===== config.mk =====
export PLATFORM = sky130hd
export DESIGN_NAME = difference_or_zero_alu
export DESIGN_NICKNAME = d
export VERILOG_FILES = /design/src/doz_pkg.sv /design/src/instr_field_decoder.sv /design/src/diff_or_zero_unit.sv /design/src/difference_or_zero_alu.sv
export SDC_FILE = /design/constraint.sdc
export NUM_CORES = 1
export LEC_CHECK = 0
export BUFFER_PORTS_ARGS = -buffer_cell sky130_fd_sc_hd__clkbuf_2
export CAP_MARGIN = 10
export CORE_MARGIN = 2
export CORE_UTILIZATION = 55
export DETAILED_ROUTE_END_ITERATION = 12
export HOLD_SLACK_MARGIN = 0.12
export PLACE_DENSITY = 0.87
export SYNTH_ARGS = -nofsm -noshare
export SYNTH_HDL_FRONTEND = slang
export SYNTH_HIERARCHICAL = 1
export SYNTH_SLANG_ARGS = --single-unit

===== constraint.sdc =====
create_clock -name REF_CLK -period 6.7 [get_ports REF_CLK]
set_input_delay 0.335 -clock REF_CLK [delete_from_list [all_inputs] [get_ports REF_CLK]]
set_output_delay 0.335 -clock REF_CLK [all_outputs]
set_load 0.03 [all_outputs]

===== src/doz_pkg.sv =====
// Operation
// RL1: register form is primary opcode 31 with extended opcode 264; bit 21 overflow, 31 record
// RL2: immediate form is primary opcode 09; target, source and signed immediate fields
// RL3: register form writes complement of first source plus one plus second source
// RL4: register form writes zero when first source is signed-greater than second
// RL5: immediate form writes complement of source plus sign-extended immediate plus one
// RL6: immediate form writes zero when source is signed-greater than the immediate
// RL7: immediate form leaves condition field and every exception bit untouched
// RL8: overflow option updates overflow and summary bits; overflow only on positive overflow
// RL9: register form never changes the carry bit
// RL10: record option updates less, greater, equal and summary bits of condition field
// RL11: condition sign bits compare result with zero; summary bit copied after update
// RL12: summary overflow is sticky until software clears it explicitly
package doz_pkg;
	localparam int DATA_W = 32;
	localparam int IDX_W = 5;
	localparam int IMM_W = 16;
	localparam int XO_W = 9;
	localparam int OPC_W = 6;

	// big-endian bit k of the instruction sits at index 31-k
	localparam int OPC_HI = 31;
	localparam int OPC_LO = 26;
	localparam int RT_HI = 25;
	localparam int RT_LO = 21;
	localparam int RA_HI = 20;
	localparam int RA_LO = 16;
	localparam int RB_HI = 15;
	localparam int RB_LO = 11;
	localparam int OE_POS = 10;
	localparam int XO_HI = 9;
	localparam int XO_LO = 1;
	localparam int RC_POS = 0;
	localparam int SI_HI = 15;
	localparam int SI_LO = 0;

	localparam logic [OPC_W-1:0] OPC_REG_FORM = 6'h1f;
	localparam logic [XO_W-1:0] XO_DOZ = 9'h108;
	localparam logic [OPC_W-1:0] OPC_IMM_FORM = 6'h09;

	localparam int ADDR_W = 8;
	localparam logic [ADDR_W-1:0] ADDR_EXC = 8'h00;
	localparam logic [ADDR_W-1:0] ADDR_COND = 8'h04;
	localparam logic [ADDR_W-1:0] ADDR_RESULT = 8'h08;
	localparam logic [ADDR_W-1:0] ADDR_INT_STATUS = 8'h0c;
	localparam logic [ADDR_W-1:0] ADDR_INT_MASK = 8'h10;
	localparam logic [ADDR_W-1:0] ADDR_OP_COUNT = 8'h14;

	localparam int EXC_SO_BIT = 31;
	localparam int EXC_OV_BIT = 30;
	localparam int EXC_CA_BIT = 29;

	// condition field 0 as {less, greater, equal, summary}
	localparam int COND_W = 4;
	localparam int COND_LT_BIT = 3;
	localparam int COND_GT_BIT = 2;
	localparam int COND_EQ_BIT = 1;
	localparam int COND_SO_BIT = 0;

	localparam int INT_W = 3;
	localparam int INT_OVF_BIT = 0;
	localparam int INT_ILLEGAL_BIT = 1;
	localparam int INT_ZEROED_BIT = 2;

	localparam logic [DATA_W-1:0] WORD_ZERO = 32'h0;
	localparam logic [COND_W-1:0] COND_RESET = 4'h0;
	localparam logic [INT_W-1:0] INT_RESET = 3'h0;

	typedef struct packed {
		logic is_reg;
		logic is_imm;
		logic illegal;
		logic overflow_enable;
		logic record_option;
		logic [IDX_W-1:0] target_reg_index;
		logic [DATA_W-1:0] first_operand;
		logic [DATA_W-1:0] second_operand;
	} decode_t;

	typedef struct packed {
		logic [DATA_W-1:0] value;
		logic overflow;
		logic zeroed;
	} exec_t;

	function automatic logic [DATA_W-1:0] exc_pack(input logic so,
		input logic ov, input logic ca);
		logic [DATA_W-1:0] w;
		w = WORD_ZERO;
		w[EXC_SO_BIT] = so;
		w[EXC_OV_BIT] = ov;
		w[EXC_CA_BIT] = ca;
		return w;
	endfunction
endpackage


===== src/instr_field_decoder.sv =====
`timescale 1ns/10ps
module instr_field_decoder (
	input wire logic [doz_pkg::DATA_W-1:0] instr,
	input wire logic [doz_pkg::DATA_W-1:0] first_src_data,
	input wire logic [doz_pkg::DATA_W-1:0] second_src_data,
	output doz_pkg::decode_t dec
);
	import doz_pkg::*;

	wire logic [OPC_W-1:0] opcode = instr[OPC_HI:OPC_LO];
	wire logic [XO_W-1:0] ext_opcode = instr[XO_HI:XO_LO];
	wire logic [IMM_W-1:0] imm = instr[SI_HI:SI_LO];
	wire logic [DATA_W-1:0] imm_ext = {{(DATA_W-IMM_W){imm[IMM_W-1]}}, imm};
	wire logic reg_form = (opcode == OPC_REG_FORM) &&
		(ext_opcode == XO_DOZ); // RL1
	wire logic imm_form = (opcode == OPC_IMM_FORM); // RL2

	assign dec.is_reg = reg_form;
	assign dec.is_imm = imm_form;
	assign dec.illegal = !(reg_form || imm_form);
	// immediate form carries no option bits
	assign dec.overflow_enable = reg_form && instr[OE_POS]; // RL1 RL7
	assign dec.record_option = reg_form && instr[RC_POS]; // RL1 RL7
	assign dec.target_reg_index = instr[RT_HI:RT_LO]; // RL2
	assign dec.first_operand = first_src_data;
	assign dec.second_operand = imm_form ? imm_ext : second_src_data; // RL2
endmodule


===== src/diff_or_zero_unit.sv =====
`timescale 1ns/10ps
module diff_or_zero_unit (
	input wire logic [doz_pkg::DATA_W-1:0] first_operand,
	input wire logic [doz_pkg::DATA_W-1:0] second_operand,
	output doz_pkg::exec_t res
);
	import doz_pkg::*;

	// one guard bit so positive overflow is visible in the sum
	function automatic logic [DATA_W:0] widen(input logic [DATA_W-1:0] v);
		return {v[DATA_W-1], v};
	endfunction

	wire logic [DATA_W:0] one_wide = {{DATA_W{1'b0}}, 1'b1};
	wire logic [DATA_W:0] sum = ~widen(first_operand) +
		widen(second_operand) + one_wide; // RL3 RL5
	wire logic greater = $signed(first_operand) >
		$signed(second_operand); // RL4 RL6
	wire logic pos_overflow = !sum[DATA_W] && sum[DATA_W-1];

	assign res.value = greater ? WORD_ZERO : sum[DATA_W-1:0]; // RL4 RL6
	assign res.overflow = !greater && pos_overflow; // RL8
	assign res.zeroed = greater;
endmodule


===== src/difference_or_zero_alu.sv =====
`timescale 1ns/10ps
module difference_or_zero_alu #(
	parameter int COUNT_W = 32
) (
	input wire logic REF_CLK,
	input wire logic RST_N,
	input wire logic ISSUE_VALID,
	input wire logic [doz_pkg::DATA_W-1:0] ISSUE_INSTR,
	input wire logic [doz_pkg::DATA_W-1:0] FIRST_SRC_DATA,
	input wire logic [doz_pkg::DATA_W-1:0] SECOND_SRC_DATA,
	output logic WB_VALID,
	output logic [doz_pkg::IDX_W-1:0] WB_INDEX,
	output logic [doz_pkg::DATA_W-1:0] WB_DATA,
	output logic SUMMARY_OVERFLOW,
	output logic OVERFLOW,
	output logic CARRY,
	output logic [doz_pkg::COND_W-1:0] COND_FIELD0,
	input wire logic [doz_pkg::ADDR_W-1:0] REG_ADDR,
	input wire logic [doz_pkg::DATA_W-1:0] REG_WDATA,
	input wire logic REG_WR,
	input wire logic REG_RD,
	output logic [doz_pkg::DATA_W-1:0] REG_RDATA,
	output logic IRQ
);
	import doz_pkg::*;

	if (COUNT_W < 1 || COUNT_W > DATA_W) begin : g_check
		$error("COUNT_W must lie between 1 and the data width");
	end

	decode_t dec;
	exec_t res;

	instr_field_decoder u_decode (
		.instr(ISSUE_INSTR),
		.first_src_data(FIRST_SRC_DATA),
		.second_src_data(SECOND_SRC_DATA),
		.dec(dec)
	);

	diff_or_zero_unit u_exec (
		.first_operand(dec.first_operand),
		.second_operand(dec.second_operand),
		.res(res)
	);

	logic so;
	logic ov;
	logic ca;
	logic [COND_W-1:0] cond;
	logic [DATA_W-1:0] last_result;
	logic [INT_W-1:0] int_status;
	logic [INT_W-1:0] int_mask;
	logic [COUNT_W-1:0] op_count;

	// issue side
	wire logic executes = ISSUE_VALID && !dec.illegal;
	wire logic ov_update = ISSUE_VALID && dec.overflow_enable; // RL8 RL7
	wire logic cond_update = ISSUE_VALID && dec.record_option; // RL10 RL7
	wire logic so_set = ov_update && res.overflow; // RL8 RL12

	// register bus decode
	wire logic wr_exc = REG_WR && (REG_ADDR == ADDR_EXC);
	wire logic wr_cond = REG_WR && (REG_ADDR == ADDR_COND);
	wire logic wr_int_status = REG_WR && (REG_ADDR == ADDR_INT_STATUS);
	wire logic wr_int_mask = REG_WR && (REG_ADDR == ADDR_INT_MASK);

	// software may clear the summary bit, but a same-cycle overflow wins
	wire logic sw_so = wr_exc ? REG_WDATA[EXC_SO_BIT] : so;
	wire logic next_so = so_set || sw_so; // RL12
	wire logic sw_ov = wr_exc ? REG_WDATA[EXC_OV_BIT] : ov;
	wire logic next_ov = ov_update ? res.overflow : sw_ov; // RL8
	// instructions never reach the carry bit; only software writes it
	wire logic next_ca = wr_exc ? REG_WDATA[EXC_CA_BIT] : ca; // RL9

	wire logic res_neg = res.value[DATA_W-1];
	wire logic res_zero = (res.value == WORD_ZERO);
	logic [COND_W-1:0] hw_cond;
	always_comb begin
		hw_cond = COND_RESET;
		hw_cond[COND_LT_BIT] = res_neg; // RL11
		hw_cond[COND_GT_BIT] = !res_neg && !res_zero; // RL11
		hw_cond[COND_EQ_BIT] = res_zero; // RL11
		hw_cond[COND_SO_BIT] = next_so; // RL11
	end
	wire logic [COND_W-1:0] sw_cond = wr_cond ?
		REG_WDATA[COND_W-1:0] : cond;
	wire logic [COND_W-1:0] next_cond = cond_update ?
		hw_cond : sw_cond; // RL10

	// sticky interrupt events, write one to clear, set wins
	logic [INT_W-1:0] events;
	always_comb begin
		events = INT_RESET;
		events[INT_OVF_BIT] = so_set;
		events[INT_ILLEGAL_BIT] = ISSUE_VALID && dec.illegal;
		events[INT_ZEROED_BIT] = executes && res.zeroed;
	end
	wire logic [INT_W-1:0] clear_bits = wr_int_status ?
		REG_WDATA[INT_W-1:0] : INT_RESET;
	wire logic [INT_W-1:0] next_int_status =
		(int_status & ~clear_bits) | events;
	wire logic [INT_W-1:0] next_int_mask = wr_int_mask ?
		REG_WDATA[INT_W-1:0] : int_mask;
	wire logic next_irq = |(next_int_status & next_int_mask);

	wire logic [COUNT_W-1:0] next_op_count = executes ?
		op_count + {{(COUNT_W-1){1'b0}}, 1'b1} : op_count;

	// a cast, since the default width leaves no padding to replicate
	wire logic [DATA_W-1:0] count_word = DATA_W'(op_count);
	wire logic [DATA_W-1:0] cond_word =
		{{(DATA_W-COND_W){1'b0}}, cond};
	wire logic [DATA_W-1:0] int_status_word =
		{{(DATA_W-INT_W){1'b0}}, int_status};
	wire logic [DATA_W-1:0] int_mask_word =
		{{(DATA_W-INT_W){1'b0}}, int_mask};
	// unmapped addresses read as zero
	wire logic [DATA_W-1:0] read_word =
		(REG_ADDR == ADDR_EXC) ? exc_pack(so, ov, ca) :
		(REG_ADDR == ADDR_COND) ? cond_word :
		(REG_ADDR == ADDR_RESULT) ? last_result :
		(REG_ADDR == ADDR_INT_STATUS) ? int_status_word :
		(REG_ADDR == ADDR_INT_MASK) ? int_mask_word :
		(REG_ADDR == ADDR_OP_COUNT) ? count_word : WORD_ZERO;

	always_ff @(posedge REF_CLK) begin
		if (!RST_N) begin
			WB_VALID <= 1'b0;
			WB_INDEX <= '0;
			WB_DATA <= WORD_ZERO;
			last_result <= WORD_ZERO;
		end else begin
			WB_VALID <= executes; // RL3 RL5
			if (executes) begin
				WB_INDEX <= dec.target_reg_index;
				WB_DATA <= res.value;
				last_result <= res.value;
			end
		end
	end

	always_ff @(posedge REF_CLK) begin
		if (!RST_N) begin
			so <= 1'b0;
			ov <= 1'b0;
			ca <= 1'b0;
			cond <= COND_RESET;
			SUMMARY_OVERFLOW <= 1'b0;
			OVERFLOW <= 1'b0;
			CARRY <= 1'b0;
			COND_FIELD0 <= COND_RESET;
		end else begin
			so <= next_so;
			ov <= next_ov;
			ca <= next_ca;
			cond <= next_cond;
			SUMMARY_OVERFLOW <= next_so;
			OVERFLOW <= next_ov;
			CARRY <= next_ca;
			COND_FIELD0 <= next_cond;
		end
	end

	always_ff @(posedge REF_CLK) begin
		if (!RST_N) begin
			int_status <= INT_RESET;
			int_mask <= INT_RESET;
			IRQ <= 1'b0;
			op_count <= '0;
			REG_RDATA <= WORD_ZERO;
		end else begin
			int_status <= next_int_status;
			int_mask <= next_int_mask;
			IRQ <= next_irq;
			op_count <= next_op_count;
			// read data stand only in the cycle after the strobe
			REG_RDATA <= REG_RD ? read_word : WORD_ZERO;
		end
	end
endmodule


==> results.tsv, run 1 <==
stage	metric	value	unit
clock_tree	clock_path_buffers	2	
die	start_util	55.8	%
layout	fill_cells	1369	
clock_tree	cts-resized-gates	0	
die	num_rows	45	
critical_path	cp-start-kind	input pin	
outcome	status	complete, no violations	
job	maxCapViolations	0	
critical_path	crit_slowest_cell	o41ai_1	
global_routing	grt_max_degree	58	
synthesis	netlist_instances	1086	
clock_tree	cts-root-buf	clkbuf_16	
clock_tree	postCtsSetupRepairBufs	0	
hold_path	min-delay-path-class	in -> reg	
timing	finalSetupViolCount	0	
pwr	p_int	1.40	mW
clock_tree	cts_max_level	4	
hold_path	hold_end	WB_INDEX[2]	
critical_path	critPathTopFamily	compound AO/OA/AOI/OAI gates	
timing	relSlewSlack	41.8	%
layout	area_growth	14.2	%
synthesis	synth_warnings	6	
detailed_routing	drt-initial-drc-count	687	
critical_path	worstReg2RegEnd	count_word[28]	
timing	timing.final.max_slew_violations	0	
synthesis	syn_area	8410	µm²
critical_path	slowest_delay	0.60	ns
pwr	seqPwrFrac	35.8	%
detailed_routing	drt_first_pass_iters	8	
global_routing	antenna_found_initial	0	
die	core-area	15100	µm²
critical_path	path_buf_inv	4	
die	ios	219	
clock_tree	hold_buffers	0	
pwr	powerDensity	202	nW/µm²
global_routing	grt_pass1_vias	7345	
detailed_routing	vias_per_cell	5.73	
critical_path	required	6.98	ns
detailed_routing	drc	0	
global_routing	grt_remaining_overflow	0	
timing	rsz0062_at_grt	false	
layout	post-route-util	63.6	%
pwr	pwr-share-comb	18.9	%
critical_path	worstRegToRegCells	5	
clock_tree	cts_made_buffers	17	
synthesis	avgSynthCellArea	7.75	µm²
critical_path	crit_chain	clkbuf_2 > nand3b_4 > or4_4 > inv_8 > mux2_2 > inv_1 > ha_1 > inv_1 > fa_1 > a21oi_1 > o2111ai_1 > o22ai_1 > o31a_1 > nor3_1 > o41ai_1 > o21ai_0 > xnor2_1 > nor2_1 > nor4_1 > nand3_1 > o32ai_1 > a21oi_1	
die	dieArea	16300	µm²
pwr	leakagePower	4.25	nW
critical_path	r2r_setup_slack	4.20	ns
clock_tree	cts.sinks	116	
detailed_routing	wl_per_cell	15.4	µm
timing	max_clock_freq	191	MHz
critical_path	crit_path_end_kind	register	
global_routing	globalRouteTotalUtil	26.1	%
layout	drive_above_1_share	22.0	%
detailed_routing	vias	8005	
clock_tree	cts_tree	yes	
timing	tightest_slew	0.866	ns
layout	antenna_cells	0	
pwr	clkPwrFrac	45.3	%
clock_tree	clock_latency	0.41	ns
timing	period_needed	5.24	ns
timing	hold_viol_final	0	
timing	fin_crit_sh	78.3	%
critical_path	cp.arrival	5.52	ns
critical_path	crit_fanout	18	
detailed_routing	wirelength	21.4	mm
layout	nNetsFinal	1402	
pwr	switchingPower	0.532	mW
place	hpwl	16.8	mm
hold_path	min_from	ISSUE_INSTR[23]	
timing	fin_tns_setup	0	ns
place	gp_congestion	0.913	
hold_path	whs_path_depth	3	
place	io_buffers	188	
synthesis	syn-num-nets	1293	
die	die_x	128	µm
critical_path	path_class	in -> reg	
clock_tree	clkTransAtPathRegs	0.06	ns
detailed_routing	final_antenna_net_count	0	
place	place_area	9020	µm²
pwr	swShare	27.5	%
die	dieHeight	128	µm
critical_path	r2r_start	count_word[0]	
pwr	vdd_ir_drop_max	175	µV
global_routing	grt_pass1_wl	35.0	mm
timing	clock_skew	0.0122	ns
layout	design_area	9600	µm²
==> through the flow <==
step / instances / hold slack [ns] / power, mW / worst slack [ns]
CTS: 1396 / 0.135 / 1.94 / 1.45
floorplan: 1086 / 0.442 / 0.992 / 2.10
finish: 1396 / 0.151 / 1.94 / 1.46
global placement: 1364 / 0.443 / 1.06 / 1.16
global route: 1396 / 0.152 / 2.02 / 1.11
detailed placement: 1364 / 0.451 / 1.07 / 1.03
==> worst max-delay path by stage <==
stage / start / end / slack (ns) / cells past startpoint
2_1_floorplan: ISSUE_INSTR[31] / cond[2] / 2.10 / 22
3_3_place_gp: ISSUE_INSTR[31] / cond[2] / 1.16 / 22
3_5_place_dp: ISSUE_INSTR[31] / cond[2] / 1.03 / 22
4_1_cts: ISSUE_INSTR[31] / cond[2] / 1.45 / 22
5_1_grt: ISSUE_INSTR[31] / cond[2] / 1.11 / 22
6_report: ISSUE_INSTR[31] / cond[2] / 1.46 / 22
==> flip-flops by register name, indices dropped and copies added (netlist names) <==
name and count:
REG_RDATA 32, count_word 32, last_result 32, WB_INDEX 5, cond 4, int_mask 3, int_status 3, IRQ 1
WB_VALID 1, ca 1, ov 1, so 1
==> placed cells by master (no fill, tap or decap), types with 28 or more instances in the layout <==
cell / n
o21ai_0: 36
a21o_1: 32
a22oi_1: 28
inv_1: 80
nor2_1: 93
clkbuf_2: 188
ha_1: 65
dfxtp_1: 116
a21oi_1: 119
nand2_1: 120
==> layer usage <==
layer,vias up,global-route usage [%],wire (µm)
li1,3970,-,-
met1,3691,35.3,9660
met2,307,42.8,9980
met3,37,4.38,1320
met4,0,8.14,466
met5,-,0,0
==> final cells by class <==
type / instances / area, µm² / area share (%)
Timing Repair Buffer: 194 / 986 / 10.3
Multi-Input combinational cell: 784 / 5160 / 53.7
Clock inverter: 12 / 130 / 1.35
Clock buffer: 20 / 457 / 4.76
Tap cell: 188 / 235 / 2.45
Inverter: 82 / 315 / 3.28
Sequential cell: 116 / 2320 / 24.2
==> worst register-to-register path, stage by stage, from the launching register on <==
cell and delay, ns:
dfxtp_1 0.41, ha_1 0.23, nand3b_1 0.18, or4_1 0.87, or4_1 0.59, a21oi_1 0.16
==> power by group through the flow <==
stage               Clock [mW]  Combinational (mW)  Sequential [mW]
global placement             0               0.355            0.707
finish                   0.877               0.365            0.693
detailed placement           0               0.360            0.707
global route             0.919               0.407            0.692
floorplan                    0               0.284            0.708
CTS                      0.887               0.363            0.693
Power figures use the tool's default switching activity.
==> inputs of run 2 (changes only) <==
CORE_UTILIZATION = 54   (was 55)
PLACE_DENSITY = 0.85   (was 0.87)
clock period = 5.15 ns   (was 6.7 ns; I/O delays follow)
==> run 2 against run 1 <==
- wire length is 2.1% higher
- final cell count is 1.9% higher
- non-clock buffer count is 28 higher
- power is 39% higher
- flip-flop and latch count stayed put
- setup slack worse by 0.95 ns
- critical path depth is 1 higher
- clock skew is 0.0034 ns lower
- critical endpoint unchanged
==> results.tsv, run 2 (same netlist as run 1, synthesis figures left out) <==
stage	metric	value	unit
outcome	status	complete, no violations	
detailed_routing	drt-initial-drc-count	628	
clock_tree	clock_latency	0.41	ns
layout	fill_cells	1308	
critical_path	worstRegToRegCells	5	
critical_path	setup.worst_path.end	cond[2]	
critical_path	cp.arrival	4.92	ns
clock_tree	cts-root-buf	clkbuf_16	
clock_tree	cts_max_level	4	
critical_path	path_depth	23	
global_routing	grt_pass1_vias	7449	
critical_path	worstReg2RegEnd	count_word[24]	
clock_tree	cts.sinks	116	
critical_path	crit_path_start	ISSUE_INSTR[31]	
timing	fin_tns_setup	0	ns
pwr	vdd_ir_drop_max	182	µV
timing	clock_skew	0.00883	ns
layout	antenna_cells	0	
detailed_routing	drc	0	
pwr	clkPwrFrac	47.7	%
timing	rsz0062_at_grt	false	
place	hpwl	16.9	mm
place	gp_congestion	0.950	
clock_tree	postCtsSetupRepairBufs	0	
global_routing	grt.busiest_layer	met2	
global_routing	grt_remaining_overflow	0	
critical_path	crit_fanout	16	
critical_path	slowest_delay	0.47	ns
detailed_routing	wirelength	21.9	mm
global_routing	antenna_found_initial	0	
critical_path	crit_chain	clkbuf_2 > nand3b_4 > or4_4 > inv_8 > mux2_2 > inv_1 > ha_1 > inv_1 > fa_1 > a21oi_1 > o2111ai_1 > o22ai_1 > o31a_1 > nor3_1 > o41ai_1 > buf_4 > o31ai_1 > xnor2_1 > nor2_1 > nor4_1 > nand4_1 > o32ai_1 > a21oi_1	
layout	nNetsFinal	1430	
layout	final_common_cell	clkbuf_2	
layout	drive_above_1_share	23.1	%
critical_path	crit_path_end_kind	register	
job	maxCapViolations	0	
critical_path	crit_slowest_cell	or4_4	
pwr	seqPwrFrac	33.6	%
die	die_x	129	µm
pwr	swShare	25.4	%
detailed_routing	wl_per_cell	15.4	µm
clock_tree	clkTransAtPathRegs	0.05	ns
pwr	powerDensity	271	nW/µm²
layout	regArea	2320	µm²
timing	max_clock_freq	215	MHz
global_routing	grtUsageMet2	44.8	%
timing	fin_hold_ws	0.153	ns
pwr	pwr-share-comb	18.7	%
layout	post-route-util	65.1	%
critical_path	path_buf_inv	5	
layout	multi_input_area	5160	µm²
timing	fin_crit_sh	90.2	%
critical_path	critPathTopFamily	compound AO/OA/AOI/OAI gates	
detailed_routing	final_antenna_net_count	0	
clock_tree	cts_tree	yes	
global_routing	globalRouteTotalUtil	26.4	%
die	dieHeight	129	µm
detailed_routing	vias_per_cell	5.72	
pwr	switchingPower	0.681	mW
place	io_buffers	188	
critical_path	required	5.43	ns
timing	period_needed	4.65	ns
timing	hold_viol_final	0	
global_routing	gr-usage-met1	34.4	%
clock_tree	clock_path_buffers	2	
critical_path	path_class	in -> reg	
detailed_routing	vias	8135	
timing	finalSetupViolCount	0	
layout	area_growth	17.6	%
die	start_util	55.3	%
timing	relSlewSlack	26.6	%
layout	final_cell_mix	clkbuf_2, nand2_1, a21oi_1	
global_routing	use_met3	3.87	%
detailed_routing	drt_first_pass_iters	8	
die	ios	219	
timing	tightest_slew	1.10	ns
pwr	total_power	2.69	mW
clock_tree	cts_made_buffers	17	
die	core-area	15200	µm²
pwr	p_int	2.00	mW
global_routing	grt_pass1_wl	35.5	mm
hold_path	min-delay-path-class	in -> reg	
critical_path	cp-start-kind	input pin	
critical_path	r2r_start	count_word[0]	
die	dieArea	16600	µm²
critical_path	r2r_setup_slack	2.58	ns
global_routing	grt_max_degree	51	
die	num_rows	45	
timing	timing.final.max_slew_violations	0	
pwr	leakagePower	4.42	nW
==> run 2: cell types whose count changed in the layout (fill, tap and decap cells not counted), sizes merged <==
cell | previous run | this run
buf | 6 | 27
dlygate4sd3 | 0 | 7
bufinv | 2 | 5
inv | 83 | 82
clkbuf | 208 | 210
clkinvlp | 5 | 2
clkinv | 4 | 2
==> run 2: per-layer routing <==
metal	part of all wire (%)	up-vias
met2	48	353
met5	0	-
met3	6.4	32
met1	44	3701
met4	1.8	0
li1	-	4049
==> run 2: power groups by stage <==
stage	combinational (mW)	clock, mW	sequential, mW
floorplan	0.369	0	0.921
global placement	0.485	0	0.920
detailed placement	0.492	0	0.920
CTS	0.499	1.29	0.902
global route	0.560	1.34	0.901
finish	0.503	1.28	0.902
==> run 2: area by class of cell <==
| class | instances | share of cell area (%) |
|---|---|---|
| tap | 188 | 2.38 |
| timing repair buffer | 222 | 12.3 |
| multi-input combinational | 784 | 52.1 |
| clock buffer | 22 | 4.79 |
| sequential | 116 | 23.5 |
| clock inverter | 9 | 1.77 |
| inverter | 82 | 3.19 |
==> run 2: what timing repair did <==
action	CTS	global route
hold buffers	7	0
endpoints found under the hold margin	7	0
gates resized for setup	0	0
==> run 2: worst min path at each step <==
stage / from / end / slack, ns / cells after the start
global route: REG_WDATA[2] / int_mask[2] / 0.14 / 3
detailed placement: WB_INDEX[3] / WB_INDEX[3] / 0.45 / 2
CTS: REG_WDATA[1] / int_mask[1] / 0.13 / 3
floorplan: REG_WDATA[29] / ca / 0.40 / 2
global placement: WB_INDEX[3] / WB_INDEX[3] / 0.44 / 2
finish: REG_WDATA[1] / int_mask[1] / 0.15 / 3
==> run 2: per-stage QoR <==
step / cells / worst slack, ns / instance area, µm²
floorplan: 1086 / 0.630 / 8410
global route: 1423 / 0.141 / 9890
finish: 1423 / 0.505 / 9890
global placement: 1385 / 0.120 / 9180
detailed placement: 1385 / 0.0434 / 9180
CTS: 1423 / 0.456 / 9890
==> run 2: worst min-delay path, delay by kind of cell <==
kind                   cells  cell delay [ns]
buffers and inverters      1             0.09
and+or+nand+nor            1             0.09
AOI/OAI and AO/OA          1             0.07
==> inputs of run 3 (changes only) <==
BUFFER_PORTS_ARGS = -buffer_cell sky130_fd_sc_hd__buf_2   (was -buffer_cell sky130_fd_sc_hd__clkbuf_2)
==> run 3 against run 2 <==
- power decreased by 0.12%
- via count shrank 0.59%
- first-iteration DRC count shrank 2.7%
- count of clock-buffer cells in the layout is 4 lower
- critical path depth increased by 1
- die area unchanged
- register-to-register slack gained 0.03 ns
- combinational power is 0.8% higher
- critical path type unchanged
- critical endpoint unchanged
==> results.tsv, run 3 (same netlist as run 1, synthesis figures left out) <==
stage	metric	value	unit
outcome	status	complete, no violations	
timing	relSlewSlack	31.3	%
critical_path	cp.arrival	5.04	ns
layout	final_cell_mix	buf_2, nand2_1, a21oi_1	
detailed_routing	wl_per_cell	15.2	µm
detailed_routing	wirelength	21.6	mm
layout	area_growth	17.4	%
timing	fin_tns_setup	0	ns
global_routing	antenna_found_initial	0	
job	maxCapViolations	0	
critical_path	crit_path_end_kind	register	
clock_tree	cts.sinks	116	
timing	tightest_slew	1.03	ns
place	hpwl	16.7	mm
timing	rsz0062_at_grt	false	
clock_tree	clock_path_buffers	2	
clock_tree	clock_latency	0.42	ns
die	ios	219	
die	die_x	129	µm
critical_path	required	5.43	ns
global_routing	grt_pass1_vias	7477	
timing	timing.final.max_slew_violations	0	
pwr	pwr-share-comb	18.9	%
hold_path	min-delay-path-class	in -> reg	
timing	max_clock_freq	210	MHz
detailed_routing	drt_first_pass_iters	5	
layout	design_area	9880	µm²
clock_tree	cts_max_level	4	
place	io_buffers	188	
clock_tree	cts_made_buffers	17	
clock_tree	cts_tree	yes	
die	dieHeight	129	µm
global_routing	grt_max_degree	51	
detailed_routing	drc	0	
timing	clock_skew	0.00761	ns
detailed_routing	vias	8087	
critical_path	path_class	in -> reg	
layout	fill_cells	1300	
detailed_routing	drt-initial-drc-count	611	
place	place_area	9170	µm²
pwr	vdd_ir_drop_max	204	µV
pwr	p_int	1.98	mW
timing	hold_viol_final	0	
layout	stdcell_count	1420	
pwr	powerDensity	272	nW/µm²
detailed_routing	final_antenna_net_count	0	
timing	fin_crit_sh	92.4	%
die	dieArea	16600	µm²
place	post-place-cells	1382	
pwr	switchingPower	0.701	mW
pwr	seqPwrFrac	33.6	%
layout	nNetsFinal	1426	
die	num_rows	45	
global_routing	grt_pass1_wl	34.8	mm
timing	period_needed	4.76	ns
place	gp_congestion	0.975	
die	start_util	55.3	%
global_routing	grt_remaining_overflow	0	
detailed_routing	vias_per_cell	5.70	
pwr	clkPwrFrac	47.5	%
clock_tree	cts-root-buf	clkbuf_16	
critical_path	crit_fanout	16	
layout	final_common_cell	buf_2	
timing	finalSetupViolCount	0	
die	core-area	15200	µm²
layout	drive_above_1_share	23.2	%
layout	antenna_cells	0	
global_routing	globalRouteTotalUtil	26.0	%
clock_tree	clkTransAtPathRegs	0.06	ns
pwr	leakagePower	4.46	nW
critical_path	cp-start-kind	input pin	
pwr	swShare	26.1	%
run 3: cell types whose count changed in the layout (fill, tap and decap cells not counted), sizes merged:
cell,previous run,this run
buf,27,212
inv,82,83
clkinv,2,6
clkbuf,210,18
dlygate4sd3,7,6
run 3: final cells by class:
class | count | area (µm²) | area share [%]
Multi-Input combinational cell | 784 | 5160 | 52.3
Timing Repair Buffer | 218 | 1190 | 12.1
Tap cell | 188 | 235 | 2.38
Inverter | 82 | 315 | 3.19
Sequential cell | 116 | 2320 | 23.5
Clock buffer | 18 | 439 | 4.45
Clock inverter | 14 | 208 | 2.10
run 3: worst paths after layout:
kind / startpoint / end / slack, ns / depth (start not counted)
setup reg to reg: count_word[0] / count_word[26] / 2.61 / 5
setup / recovery: ISSUE_INSTR[31] / cond[2] / 0.39 / 24
hold reg to reg: WB_INDEX[4] / WB_INDEX[4] / 0.45 / 2
hold / removal: REG_WDATA[3] / cond[3] / 0.15 / 3
run 3: stage by stage:
stage | worst slack, ns | util, % | power [mW] | hold slack, ns
CTS | 0.430 | 64.9 | 2.69 | 0.136
finish | 0.390 | 65.0 | 2.68 | 0.152
global placement | 0.157 | 60.3 | 1.41 | 0.440
global route | 0.0702 | 65.0 | 2.79 | 0.154
detailed placement | 0.0273 | 60.3 | 1.41 | 0.445
floorplan | 0.630 | - | 1.29 | 0.401
run 3: power groups by stage:
stage,clock [mW],sequential (mW),combinational [mW]
2_1_floorplan,0,0.921,0.369
3_3_place_gp,0,0.920,0.487
3_5_place_dp,0,0.920,0.494
4_1_cts,1.29,0.901,0.501
5_1_grt,1.33,0.901,0.563
6_report,1.27,0.901,0.507
run 3: repair_timing:
action                     CTS  global route
setup endpoints to repair    0             1
resized for setup            0             1
hold buffers                 6             0
buffers inserted             0             0
hold endpoints to repair     6             0
run 3: worst max-delay path, cell delays in order:
cell,delay [ns]
buf_2,0.10
nand3b_4,0.16
or4_4,0.47
inv_8,0.16
mux2_2,0.36
inv_1,0.06
ha_1,0.16
inv_1,0.06
fa_1,0.40
a21oi_1,0.20
o2111ai_1,0.22
o22ai_2,0.27
o31a_1,0.24
nor3_1,0.06
o41ai_1,0.39
buf_4,0.20
o31ai_1,0.08
xnor2_1,0.14
nor2_1,0.08
nor4_1,0.19
buf_4,0.16
nand4_1,0.13
o32ai_1,0.37
a21oi_1,0.11
run 3: layer usage:
metal / GRT usage (%) / routed length (µm) / up-vias
met2: 43.4 / 10200 / 334
met4: 10.5 / 531 / 0
met3: 5.70 / 1490 / 46
li1: - / - / 4019
met5: 0 / 0 / -
met1: 32.5 / 9470 / 3688
